==> src/verilog/ohtc_cfg.svh <==
// Constants for the output hold timers and their parameter store.
// Assumes a single 40 MHz reference clock; included by bare name.
`ifndef OHTC_CFG_SVH
`define OHTC_CFG_SVH

`define OHTC_CLK_KHZ 40000
`define OHTC_TICK_MS 100
`define OHTC_REBOOT_MS 100
`define OHTC_NV_WRITE_CYCLES 16

`define OHTC_NLINES 11
`define OHTC_NPARAM 14
`define OHTC_IDX_PWM_HOLD 11
`define OHTC_IDX_CHAN_A_DUTY 12
`define OHTC_IDX_CHAN_B_DUTY 13

`define OHTC_MAX_TIMEOUT 16'h1770
`define OHTC_MAX_DUTY 16'h03FF
`define OHTC_RST_TIMEOUT 16'h0000
`define OHTC_RST_PWM_HOLD 16'h00FF
`define OHTC_RST_DUTY 16'h0000

`endif

==> src/verilog/ohtc_pkg.sv <==
// Types shared by the hold timer block.
// Assumes ohtc_cfg.svh is on the include path.
`default_nettype none

package ohtc_pkg;
  typedef logic [15:0] ohtc_word_t;
  typedef logic [9:0] ohtc_duty_t;

  typedef enum logic [3:0] {
    OHTC_CMD_WRITE = 4'h0,
    OHTC_CMD_READ = 4'h1,
    OHTC_CMD_APPLY = 4'h2,
    OHTC_CMD_COMMIT = 4'h3,
    OHTC_CMD_REBOOT = 4'h4,
    OHTC_CMD_DEFAULTS = 4'h5,
    OHTC_CMD_SET_CUSTOM = 4'h6,
    OHTC_CMD_CLEAR_CUSTOM = 4'h7,
    OHTC_CMD_FACTORY = 4'h8
  } ohtc_cmd_e;

  typedef enum {
    OHTC_ST_IDLE,
    OHTC_ST_COMMIT,
    OHTC_ST_REBOOT
  } ohtc_state_e;
endpackage

`default_nettype wire

==> src/verilog/ohtc_hold_if.sv <==
// Carrier between the parameter store and one hold timer.
// Assumes both ends run on the same clock.
`default_nettype none

interface ohtc_hold_if;
  logic tick;
  logic load;
  logic [15:0] period;
  logic expired;
  logic running;

  modport timer (input tick, input load, input period, output expired, output running);
  modport owner (output tick, output load, output period, input expired, input running);
endinterface

`default_nettype wire

==> src/verilog/ohtc_hold_timer.sv <==
// One hold timer counting down in 100 ms ticks.
// Assumes tick is a one-cycle enable on the same clock.
`default_nettype none

module ohtc_hold_timer (
  input wire logic ref_clk,
  input wire logic rst,
  ohtc_hold_if.timer hif
);
  logic [15:0] count_q;
  logic expired_q;

  always_ff @(posedge ref_clk) begin
    if (rst) begin
      count_q <= 16'h0000;
    end else if (hif.load) begin
      count_q <= hif.period;
    end else if (hif.tick && count_q != 16'h0000) begin
      count_q <= count_q - 16'h0001;
    end
  end

  always_ff @(posedge ref_clk) begin
    if (rst) begin
      expired_q <= 1'b0;
    end else begin
      expired_q <= !hif.load && hif.tick && count_q == 16'h0001;
    end
  end

  assign hif.expired = expired_q;
  assign hif.running = count_q != 16'h0000;
endmodule // ohtc_hold_timer

`default_nettype wire

==> src/verilog/ohtc_output_hold.sv <==
// Output hold timers for eleven lines and two PWM channels, with the
// parameter store that feeds them (pending, live, stored, custom).
// Assumes all inputs come from logic on ref_clk.
//
// How it works
// - Driven line reverts after hold time
// - Hold counts 100 ms units, max 0x1770
// - Zero hold time keeps driven value forever
// - Separate timer per line two to twelve
// - Shared PWM timer restores each duty setting
// - PWM timer acts only in PWM mode
// - Apply puts pending settings live at once
// - Commit stores values, live after reset
// - Reboot: OK now, reset 100 ms later
// - Restore loads custom defaults else factory
// - After set-custom, next write updates both
// - Clear-custom erases customs, live untouched
// - Factory restore ignores custom defaults
// - Custom-default commands refused when remote
// - Duty settings are 10-bit, up to 0x3FF
`default_nettype none
`include "ohtc_cfg.svh"

module ohtc_output_hold
  import ohtc_pkg::*;
#(
  parameter int unsigned TICK_CYCLES = `OHTC_TICK_MS * `OHTC_CLK_KHZ,
  parameter int unsigned REBOOT_CYCLES = `OHTC_REBOOT_MS * `OHTC_CLK_KHZ
) (
  input wire logic ref_clk,
  input wire logic rst,
  input wire logic cmd_valid,
  input wire ohtc_cmd_e cmd_op,
  input wire logic [3:0] cmd_index,
  input wire logic [15:0] cmd_wdata,
  input wire logic cmd_remote,
  output logic rsp_valid,
  output logic rsp_ok,
  output logic [15:0] rsp_rdata,
  output logic cmd_busy,
  output logic cmd_mode_end,
  output logic sys_reset_req,
  input wire logic [10:0] line_drive,
  input wire logic [10:0] line_drive_level,
  input wire logic [10:0] line_cfg_level,
  output logic [10:0] line_out,
  input wire logic [1:0] pwm_mode_en,
  input wire logic pwm_drive,
  input wire logic [9:0] pwm_drive_duty_a,
  input wire logic [9:0] pwm_drive_duty_b,
  output logic [9:0] pwm_duty_a,
  output logic [9:0] pwm_duty_b
);
  localparam int NPARAM = `OHTC_NPARAM;
  localparam int NLINES = `OHTC_NLINES;

  ohtc_state_e state_q;
  logic [31:0] tick_cnt_q;
  logic tick_q;
  logic [31:0] wait_cnt_q;
  logic boot_q;
  logic cust_arm_q;
  logic reboot_fire;
  ohtc_word_t pending_q [NPARAM];
  ohtc_word_t live_q [NPARAM];
  ohtc_word_t nv_q [NPARAM];
  logic nv_valid_q = 1'b0;
  ohtc_word_t cust_q [NPARAM];
  logic [NPARAM-1:0] cust_valid_q;
  logic rsp_valid_q;
  logic rsp_ok_q;
  logic [15:0] rsp_rdata_q;
  logic mode_end_q;
  logic reset_req_q;
  logic [10:0] line_q;
  logic [10:0] line_ov_q;
  logic [1:0] pwm_ov_q;
  ohtc_duty_t pwm_q [2];

  logic accept;
  logic idx_ok;
  logic range_ok;
  logic refused;
  logic write_ok;
  logic custom_write;

  function automatic ohtc_word_t factory_value(input int idx);
    factory_value = (idx == `OHTC_IDX_PWM_HOLD) ? `OHTC_RST_PWM_HOLD :
                    (idx >= `OHTC_IDX_CHAN_A_DUTY) ? `OHTC_RST_DUTY : `OHTC_RST_TIMEOUT;
  endfunction

  // Command decode
  always_comb begin
    accept = cmd_valid && state_q == OHTC_ST_IDLE && !boot_q;
    idx_ok = cmd_index < 4'(NPARAM);
    range_ok = (cmd_index >= 4'(`OHTC_IDX_CHAN_A_DUTY)) ? cmd_wdata <= `OHTC_MAX_DUTY
                                                        : cmd_wdata <= `OHTC_MAX_TIMEOUT;
    refused = cmd_remote && (cmd_op == OHTC_CMD_SET_CUSTOM || cmd_op == OHTC_CMD_CLEAR_CUSTOM);
    write_ok = accept && cmd_op == OHTC_CMD_WRITE && idx_ok && range_ok;
    custom_write = write_ok && cust_arm_q;
  end

  // 100 ms tick divider
  always_ff @(posedge ref_clk) begin
    if (rst) begin
      tick_cnt_q <= 32'h00000000;
      tick_q <= 1'b0;
    end else if (tick_cnt_q == 32'(TICK_CYCLES - 1)) begin
      tick_cnt_q <= 32'h00000000;
      tick_q <= 1'b1;
    end else begin
      tick_cnt_q <= tick_cnt_q + 32'h00000001;
      tick_q <= 1'b0;
    end
  end

  // Boot load of stored values, one cycle after reset release
  always_ff @(posedge ref_clk) begin
    if (rst) begin
      boot_q <= 1'b1;
    end else begin
      boot_q <= 1'b0;
    end
  end

  // Sequencer for commit and delayed reboot
  always_ff @(posedge ref_clk) begin
    if (rst) begin
      state_q <= OHTC_ST_IDLE;
      wait_cnt_q <= 32'h00000000;
    end else begin
      case (state_q)
        OHTC_ST_IDLE: begin
          wait_cnt_q <= 32'h00000000;
          if (accept && cmd_op == OHTC_CMD_COMMIT) begin
            state_q <= OHTC_ST_COMMIT;
          end else if (accept && cmd_op == OHTC_CMD_REBOOT) begin
            state_q <= OHTC_ST_REBOOT;
          end
        end
        OHTC_ST_COMMIT: begin
          wait_cnt_q <= wait_cnt_q + 32'h00000001;
          if (wait_cnt_q == 32'(`OHTC_NV_WRITE_CYCLES - 1)) begin
            state_q <= OHTC_ST_IDLE;
          end
        end
        OHTC_ST_REBOOT: begin
          wait_cnt_q <= wait_cnt_q + 32'h00000001;
          if (reboot_fire) begin
            state_q <= OHTC_ST_IDLE;
          end
        end
        default: begin
          state_q <= OHTC_ST_IDLE;
        end
      endcase
    end
  end

  assign reboot_fire = state_q == OHTC_ST_REBOOT && wait_cnt_q == 32'(REBOOT_CYCLES - 1);

  // Arming of the set-custom-default prefix
  always_ff @(posedge ref_clk) begin
    if (rst || reboot_fire) begin
      cust_arm_q <= 1'b0;
    end else if (accept) begin
      cust_arm_q <= cmd_op == OHTC_CMD_SET_CUSTOM && !refused;
    end
  end

  // Pending (written, not yet live) settings
  always_ff @(posedge ref_clk) begin
    for (int i = 0; i < NPARAM; i++) begin
      if (rst) begin
        pending_q[i] <= factory_value(i);
      end else if (boot_q || reboot_fire) begin
        pending_q[i] <= nv_valid_q ? nv_q[i] : factory_value(i);
      end else if (accept && cmd_op == OHTC_CMD_DEFAULTS) begin
        pending_q[i] <= cust_valid_q[i] ? cust_q[i] : factory_value(i);
      end else if (accept && cmd_op == OHTC_CMD_FACTORY) begin
        pending_q[i] <= factory_value(i);
      end else if (write_ok && cmd_index == 4'(i)) begin
        pending_q[i] <= cmd_wdata;
      end
    end
  end

  // Live settings that steer the timers
  always_ff @(posedge ref_clk) begin
    for (int i = 0; i < NPARAM; i++) begin
      if (rst) begin
        live_q[i] <= factory_value(i);
      end else if (boot_q || reboot_fire) begin
        live_q[i] <= nv_valid_q ? nv_q[i] : factory_value(i);
      end else if (accept && cmd_op == OHTC_CMD_DEFAULTS) begin
        live_q[i] <= cust_valid_q[i] ? cust_q[i] : factory_value(i);
      end else if (accept && cmd_op == OHTC_CMD_FACTORY) begin
        live_q[i] <= factory_value(i);
      end else if (accept && cmd_op == OHTC_CMD_APPLY) begin
        live_q[i] <= pending_q[i];
      end else if (custom_write && cmd_index == 4'(i)) begin
        live_q[i] <= cmd_wdata;
      end
    end
  end

  // Non-volatile copy: survives rst, written only by commit
  always_ff @(posedge ref_clk) begin
    if (accept && cmd_op == OHTC_CMD_COMMIT) begin
      nv_valid_q <= 1'b1;
      for (int i = 0; i < NPARAM; i++) begin
        nv_q[i] <= pending_q[i];
      end
    end
  end

  // Custom-default store
  always_ff @(posedge ref_clk) begin
    if (rst) begin
      cust_valid_q <= '0;
      for (int i = 0; i < NPARAM; i++) begin
        cust_q[i] <= 16'h0000;
      end
    end else if (accept && cmd_op == OHTC_CMD_CLEAR_CUSTOM && !refused) begin
      cust_valid_q <= '0;
    end else if (custom_write) begin
      cust_valid_q[cmd_index] <= 1'b1;
      cust_q[cmd_index] <= cmd_wdata;
    end
  end

  // Command answers
  always_ff @(posedge ref_clk) begin
    if (rst) begin
      rsp_valid_q <= 1'b0;
      rsp_ok_q <= 1'b0;
      rsp_rdata_q <= 16'h0000;
    end else if (state_q == OHTC_ST_COMMIT) begin
      rsp_valid_q <= wait_cnt_q == 32'(`OHTC_NV_WRITE_CYCLES - 1);
      rsp_ok_q <= 1'b1;
      rsp_rdata_q <= 16'h0000;
    end else if (accept && cmd_op != OHTC_CMD_COMMIT) begin
      rsp_valid_q <= 1'b1;
      rsp_rdata_q <= (cmd_op == OHTC_CMD_READ && idx_ok) ? pending_q[cmd_index] : 16'h0000;
      case (cmd_op)
        OHTC_CMD_WRITE: rsp_ok_q <= idx_ok && range_ok;
        OHTC_CMD_READ: rsp_ok_q <= idx_ok;
        OHTC_CMD_SET_CUSTOM, OHTC_CMD_CLEAR_CUSTOM: rsp_ok_q <= !refused;
        OHTC_CMD_APPLY, OHTC_CMD_REBOOT, OHTC_CMD_DEFAULTS, OHTC_CMD_FACTORY: rsp_ok_q <= 1'b1;
        default: rsp_ok_q <= 1'b0;
      endcase
    end else begin
      rsp_valid_q <= 1'b0;
      rsp_ok_q <= 1'b0;
      rsp_rdata_q <= 16'h0000;
    end
  end

  // Reboot strobes and busy flag
  always_ff @(posedge ref_clk) begin
    if (rst) begin
      mode_end_q <= 1'b0;
      reset_req_q <= 1'b0;
      cmd_busy <= 1'b1;
    end else begin
      mode_end_q <= reboot_fire;
      reset_req_q <= reboot_fire;
      cmd_busy <= (state_q != OHTC_ST_IDLE && !reboot_fire &&
                   !(state_q == OHTC_ST_COMMIT && wait_cnt_q == 32'(`OHTC_NV_WRITE_CYCLES - 1))) ||
                  (accept && (cmd_op == OHTC_CMD_COMMIT || cmd_op == OHTC_CMD_REBOOT));
    end
  end

  // One timer per line, plus the shared PWM timer at the last slot
  ohtc_hold_if hif [NLINES+1] ();

  genvar g;
  generate
    for (g = 0; g <= NLINES; g++) begin : g_timer
      ohtc_hold_timer u_timer (
        .ref_clk(ref_clk),
        .rst(rst),
        .hif(hif[g])
      );
      assign hif[g].tick = tick_q;
      assign hif[g].period = reboot_fire ? 16'h0000 : live_q[g];
      if (g < NLINES) begin : g_line
        assign hif[g].load = reboot_fire || line_drive[g];
      end else begin : g_pwm
        assign hif[g].load = reboot_fire || (pwm_drive && |pwm_mode_en);
      end
    end

    for (g = 0; g < NLINES; g++) begin : g_line_out
      always_ff @(posedge ref_clk) begin
        if (rst || reboot_fire) begin
          line_ov_q[g] <= 1'b0;
        end else if (line_drive[g]) begin
          line_ov_q[g] <= 1'b1;
        end else if (hif[g].expired) begin
          line_ov_q[g] <= 1'b0;
        end
      end

      always_ff @(posedge ref_clk) begin
        if (rst) begin
          line_q[g] <= 1'b0;
        end else if (line_drive[g]) begin
          line_q[g] <= line_drive_level[g];
        end else if (!line_ov_q[g] || hif[g].expired || reboot_fire) begin
          line_q[g] <= line_cfg_level[g];
        end
      end
    end

    for (g = 0; g < 2; g++) begin : g_pwm_out
      always_ff @(posedge ref_clk) begin
        if (rst || reboot_fire) begin
          pwm_ov_q[g] <= 1'b0;
        end else if (pwm_drive && pwm_mode_en[g]) begin
          pwm_ov_q[g] <= 1'b1;
        end else if (hif[NLINES].expired || !pwm_mode_en[g]) begin
          pwm_ov_q[g] <= 1'b0;
        end
      end

      always_ff @(posedge ref_clk) begin
        if (rst) begin
          pwm_q[g] <= 10'(`OHTC_RST_DUTY);
        end else if (pwm_drive && pwm_mode_en[g]) begin
          pwm_q[g] <= (g == 0) ? pwm_drive_duty_a : pwm_drive_duty_b;
        end else if (!pwm_ov_q[g] || hif[NLINES].expired) begin
          pwm_q[g] <= live_q[`OHTC_IDX_CHAN_A_DUTY + g][9:0];
        end
      end
    end
  endgenerate

  assign rsp_valid = rsp_valid_q;
  assign rsp_ok = rsp_ok_q;
  assign rsp_rdata = rsp_rdata_q;
  assign cmd_mode_end = mode_end_q;
  assign sys_reset_req = reset_req_q;
  assign line_out = line_q;
  assign pwm_duty_a = pwm_q[0];
  assign pwm_duty_b = pwm_q[1];
endmodule // ohtc_output_hold

`default_nettype wire

==> config.mk <==
export PLATFORM = sky130hd
export DESIGN_NAME = ohtc_output_hold
export DESIGN_NICKNAME = d
export VERILOG_FILES = /design/src/verilog/ohtc_pkg.sv /design/src/verilog/ohtc_hold_if.sv /design/src/verilog/ohtc_hold_timer.sv /design/src/verilog/ohtc_output_hold.sv
export VERILOG_INCLUDE_DIRS = /design/src /design/src/verilog
export SDC_FILE = /design/constraint.sdc
export NUM_CORES = 2
export LEC_CHECK = 0
export BUFFER_PORTS_ARGS = -buffer_cell sky130_fd_sc_hd__buf_4
export CORE_MARGIN = 1
export CORE_UTILIZATION = 59
export DETAILED_ROUTE_END_ITERATION = 8
export PLACE_DENSITY = 0.78
export SLEW_MARGIN = 20
export SYNTH_ARGS = -nofsm -noshare
export SYNTH_HDL_FRONTEND = slang
export SYNTH_SLANG_ARGS = --single-unit
export TNS_END_PERCENT = 30
==> constraint.sdc <==
create_clock -name ref_clk -period 15.6 [get_ports ref_clk]
set_clock_uncertainty 0.05 [all_clocks]
set_input_delay 1.56 -clock ref_clk [delete_from_list [all_inputs] [get_ports ref_clk]]
set_output_delay 1.56 -clock ref_clk [all_outputs]
set_load 0.01 [all_outputs]
Yosys cells after proc, flatten, opt, wreduce, memory -nomap -nowiden:

Memory sizes are Yosys's and may differ from the RTL's. A register that Yosys moved wholly into a read port is not among the register bits.
Cells that the tools add are included.

* register bits after elaboration: 345
* bits in latches: 0
* RAM bits: 916
* ROM bits: 0
* input bits: 84
* output and inout port bits: 52
* logic and storage cells: 957
* memories kept: 5

* add/sub/neg operators: 14
* $mul: 0
* divide/modulo/power cells: 0
* order comparisons: 6
* eq/ne operators: 44
* shifts and indexed selects: 0
* multiplexer cells: 468
* bitwise gates (word level): 133
* reductions and logical operators: 228

Memory list
* cust_q: depth 14, bits a word 16, rd ports 14, clocked after memory_dff 0, write ports 14, RTL line ohtc_output_hold.sv:68 `ohtc_word_t cust_q [NPARAM];`
* live_q: depth 14, bits a word 16, rd ports 14, clocked after memory_dff 0, write ports 14, RTL line ohtc_output_hold.sv:65 `ohtc_word_t live_q [NPARAM];`
* nv_q: depth 14, bits a word 16, rd ports 14, clocked after memory_dff 0, write ports 14, RTL line ohtc_output_hold.sv:66 `ohtc_word_t nv_q [NPARAM];`
* pending_q: depth 14, bits a word 16, rd ports 15, clocked after memory_dff 1, write ports 14, RTL line ohtc_output_hold.sv:64 `ohtc_word_t pending_q [NPARAM];`
* pwm_q: depth 2, bits a word 10, rd ports 2, clocked after memory_dff 0, write ports 2, RTL line ohtc_output_hold.sv:78 `ohtc_duty_t pwm_q [2];`

Operators with widths (count)
* $mux W16: 177
* $mux W1: 278
* $eq A16 B1 Y1 const B: 12
* $reduce_bool A16 Y1: 12
* $sub A16 B1 Y16 const B: 12
* $or A1 B1 Y1: 130
* $mux W32: 4
* $pmux W32 S3: 1
* $logic_and A1 B1 Y1: 91
* $reduce_bool A2 Y1: 37
* $add A32 B1 Y32 const B: 2
* $eq A32 B2 Y1 const B: 2
* $eq A32 B22 Y1 const B: 2
* $logic_not A32 Y1: 2
* $pmux W32 S2: 1
* $logic_or A1 B1 Y1: 43
* $mux W10: 4
* $eq A32 B1 Y1 const B: 1
* $eq A32 B3 Y1 const B: 1
* $eq A32 B4 Y1 const B: 1
* $eq A4 B3 Y1 const B: 8
* $reduce_bool A32 Y1: 1
* $logic_not A1 Y1: 31
* $eq A4 B4 Y1 const B: 7
* 21 further kinds: 33

Logic depth before layout (Yosys ltp):

* depth in word-level cells: 16
* mapped depth: 11
* gate-level depth less buffers: 8

Modules after synthesis:

From an unflattened synthesis, not the netlist that was laid out.

* cells, all modules: 5100
* area total of the unflattened synthesis: 58727.6 um2

Modules (own cells, without submodules)
* ohtc_output_hold: times used 1, cells each 3552, area each 45559.9 um2, seq. area each 29688.5 um2
* ohtc_hold_timer: times used 12, cells each 129, area each 1097.3 um2, seq. area each 340.3 um2

Worst setup path before layout:

No wires, ideal clock.

* path type: input-to-reg
* from: in cmd_op[1]
* to: mem nv_q[0][0] (netlist name), enable pin
* library setup time: 0.575 ns
* arrival: 6.591 ns
* data required time: 14.975 ns
* path slack: 8.384 ns
* stages on the path: 4
* path buffers: 1
* cells stage by stage: clkbuf_1 nor3b_1 nand2_1 inv_1

RTL lines
* start, declared: RTL line ohtc_output_hold.sv:33 `input wire ohtc_cmd_e cmd_op,`
* end, declared: RTL line ohtc_output_hold.sv:66

==> results.yml <==
timing:
  fmax_mhz: 187
  hold_viol_final: 0
  min_period_ps: 5360
  relSlewSlack_pct: 14.3
  setup_viol: 0
  fin_setup_tns_ps: 0
  rsz0062_at_grt: "no"
  post-route-period-util_pct: 34.3
  final_max_slew_viol_count: 0
  worst_pin_slew_ps: 1280
  worst_slack_ps: 10240
clock_network:
  cts_tree: "done"
  post-cts-setup-buffer-count: 0
  cts_resized: 0
  cts_buffers: 130
  clock_path_buffers: 3
  cts.sinks: 1235
  clk_latency_ps: 750
  clk_pin_slew_ps: 60
  htreeDepth: 4
  ctsRootBufferMaster: "clkbuf_16"
  hold_buffers: 0
route:
  wirelength_um: 174000
  viasPerCell: 6.85
  drt-initial-drc-count: 6610
  vias: 43648
  first_pass_iters: 8
  wl_per_cell_um: 27.4
  antenna_left: 0
  drc: 0
layout:
  area_growth_pct: 11.1
  layout-drive-gt1-share_pct: 10.5
  finalInstanceArea_um2: 62100
  final_nets: 5125
  finalNonFillerCells: 6373
power_and_ir_drop:
  p_comb_share_pct: 6.7
  p_leak_uw: 0.0225
  swShare_pct: 24.1
  p_per_area_nw_per_um2: 119
  ir_drop_uv: 95.3
  finalPower_uw: 7380
  seq_power_share_pct: 51.3
  p_int_uw: 5600
  p_sw_uw: 1780
  pwr-share-clk_pct: 41.9
grt:
  antenna_found_initial: 10
  grt_pass1_vias: 40936
  grtUsageTotal_pct: 36.1
  grt_first_pass_wirelength_um: 256000
  grt_max_degree: 211
  grt_overflow: 0
synthesis:
  ys.flop_type: "edfxtp_1"
  syn_area_per_cell_um2: 11.1
  synthTopCellsByArea: "edfxtp_1 (49%), dfxtp_1 (12%), a21oi_1 (4.3%)"
  seq_area_frac_synth_pct: 60.5
  yosysTopAreaCell: "edfxtp_1"
  ys_warn_count: 0
  synth_cells: 5043
  synth_cell_types: 74
  synth_area_um2: 55900
  async_flop_share_pct: 0
  ys_ff_latch: 1235
  synth-edff-count: 904
  post-synth-top-area-fraction_pct: 48.6
worst_setup_path:
  startpoint_type: "input pin"
  setup.worst_path.start: "cmd_index[0]"
  slowest_stage: "nor4_4"
  cpPeakStageDelay_ps: 750
  crit_arrival_ps: 5660
  cp_common_cell: "buf_4"
  path_max_fanout: 36
  crit_type: "input pin to flip-flop"
  rr_startpoint: "state_q[1]$_SDFFE_PP0P_"
  crit_required_ps: 15910
  cp_cell_sequence: "buf_4 -> buf_4 -> nor2b_1 -> nand2_1 -> nor4_4 -> nand2b_1"
  end_kind: "flip-flop"
placed_design:
  post_dp_cell_area_um2: 57800
  portBuffers: 135
  dp_hpwl_um: 107000
  pre_cts_ws_ps: 9320
  place.gp.congestion: 1.02
  numPlacedInstances: 6132
run:
  cap_violations: 0
floorplanning:
  die_w_um: 310
  num_rows: 112
  start_util_pct: 59.7
  dieArea_um2: 95900
  die_h_um: 310
  ios: 136
  core_area_um2: 93600
worst_hold_path:
  hold_path_class: "flip-flop to flip-flop"
  min_from: "pending_q[13][10]$_DFFE_PP_"
outcome:
  status: "completed"
sequential cells by signal, indices dropped and copies added, names as in the netlist, 12 cells and up:
register	count
cust_q	224
nv_q	224
pending_q	224
live_q	212
g_timer.u_timer.count_q	192
tick_cnt_q	32
wait_cnt_q	32
pwm_q	20
rsp_rdata	16
cust_valid_q	14
g_timer.u_timer.hif.expired	12
layer usage:
layer,vias up,global-route usage (%),wire (um)
li1,18896,-,-
met1,20844,48.2,62600
met2,3305,51.9,73900
met3,595,13.0,27900
met4,8,18.4,9850
met5,-,0,48
metrics by stage:
| stage | hold WS [ps] | util (%) |
|---|---|---|
| final | 400 | 66.3 |
| after global routing | 412 | 66.3 |
| after CTS | 401 | 66.2 |
| after detailed placement | 390 | 61.7 |
| after global placement | 384 | 61.7 |
| after floorplan | 376 | - |
worst paths after layout:
| kind | to | slack, ps | depth (start not counted) |
|---|---|---|---|
| worst max-delay path | pending_q[9][8]$_DFFE_PP_ | 10240 | 6 |
| worst min-delay path | nv_q[1][90]$_DFFE_PP_ | 400 | 0 |
| worst max register to register | live_q[1][2]$_SDFFCE_PN0P_ | 10940 | 8 |
| worst min register to register | nv_q[1][90]$_DFFE_PP_ | 400 | 0 |
synth_stat cells (24+ instances only):
cell type,count
nand4_1,216
a21o_1,203
nand3_1,87
xor2_1,85
mux2i_1,25
a221o_1,72
dfxtp_1,331
a22oi_1,52
nor2b_1,24
inv_1,58
edfxtp_1,904
ha_1,30
xnor2_1,117
or4_1,45
buf_1,65
buf_2,33
o21ai_0,355
nor4_1,86
a31oi_1,28
a21oi_1,479
and2_1,38
a211oi_1,33
mux4_2,48
or3_1,32
nor2_1,333
clkbuf_1,327
nand2_1,407
nor3_1,269
cells in the final DEF (no fill, tap or decap), drive strengths merged, types with 13 or more instances in the layout:
| cell type | netlist | layout |
|---|---|---|
| a211oi | 33 | 33 |
| a21o | 203 | 203 |
| a21oi | 479 | 479 |
| a221o | 72 | 72 |
| a22oi | 52 | 52 |
| a31o | 19 | 19 |
| a31oi | 28 | 28 |
| and2 | 38 | 38 |
| and3 | 23 | 23 |
| buf | 100 | 216 |
| clkbuf | 327 | 178 |
| clkinv | 7 | 48 |
| conb | 1 | 48 |
| dfxtp | 331 | 331 |
| edfxtp | 904 | 904 |
| ha | 30 | 30 |
| inv | 59 | 67 |
| mux2i | 25 | 25 |
| mux4 | 48 | 48 |
| nand2 | 407 | 407 |
| nand2b | 23 | 23 |
| nand3 | 87 | 87 |
| nand4 | 216 | 216 |
| nor2 | 333 | 333 |
| nor2b | 24 | 24 |
| nor3 | 270 | 270 |
| nor4 | 105 | 105 |
| o21ai | 358 | 358 |
| or2 | 13 | 13 |
| or3 | 32 | 32 |
| or4 | 45 | 45 |
| xnor2 | 117 | 117 |
| xor2 | 85 | 85 |
layout make-up:
class	count	area (um^2)
Antenna cell	2	5.00
Timing Repair Buffer	216	1680
Clock buffer	178	3620
Multi-Input combinational cell	3362	20600
Fill cell	6922	31500
Tap cell	1254	1570
Clock inverter	60	581
Inverter	66	256
Sequential cell	1235	33800
power groups by stage:
| stage | Clock [uW] | Combinational [uW] | Sequential [uW] |
|---|---|---|---|
| 3_5_place_dp | 0 | 471 | 3850 |
| 5_1_grt | 3220 | 521 | 3790 |
| 2_1_floorplan | 0 | 298 | 3800 |
| 6_report | 3090 | 496 | 3790 |
| 3_3_place_gp | 0 | 461 | 3840 |
| 4_1_cts | 3100 | 475 | 3780 |
worst max-delay path: cells and delay by family:
kind,cells,cell delay (ps)
simple gates,4,2790
buf+inv,2,1260
cell families (layout without fill, tap and decap cells):
family                   after synthesis  in the layout  share of synthesized area, %
buffers and inverters                493            520                          3.40
XOR/XNOR                             202            202                          3.17
adder cells (fa/ha/maj)               30             30                         0.672
multiplexers                          73             73                          2.38
AND/OR/NAND/NOR                     1662           1662                          15.0
other                                  1             50                       0.00671
AO/OA/AOI/OAI                       1347           1347                          14.9
flip-flops                          1235           1235                          60.5
Power figures use the tool's default switching activity.
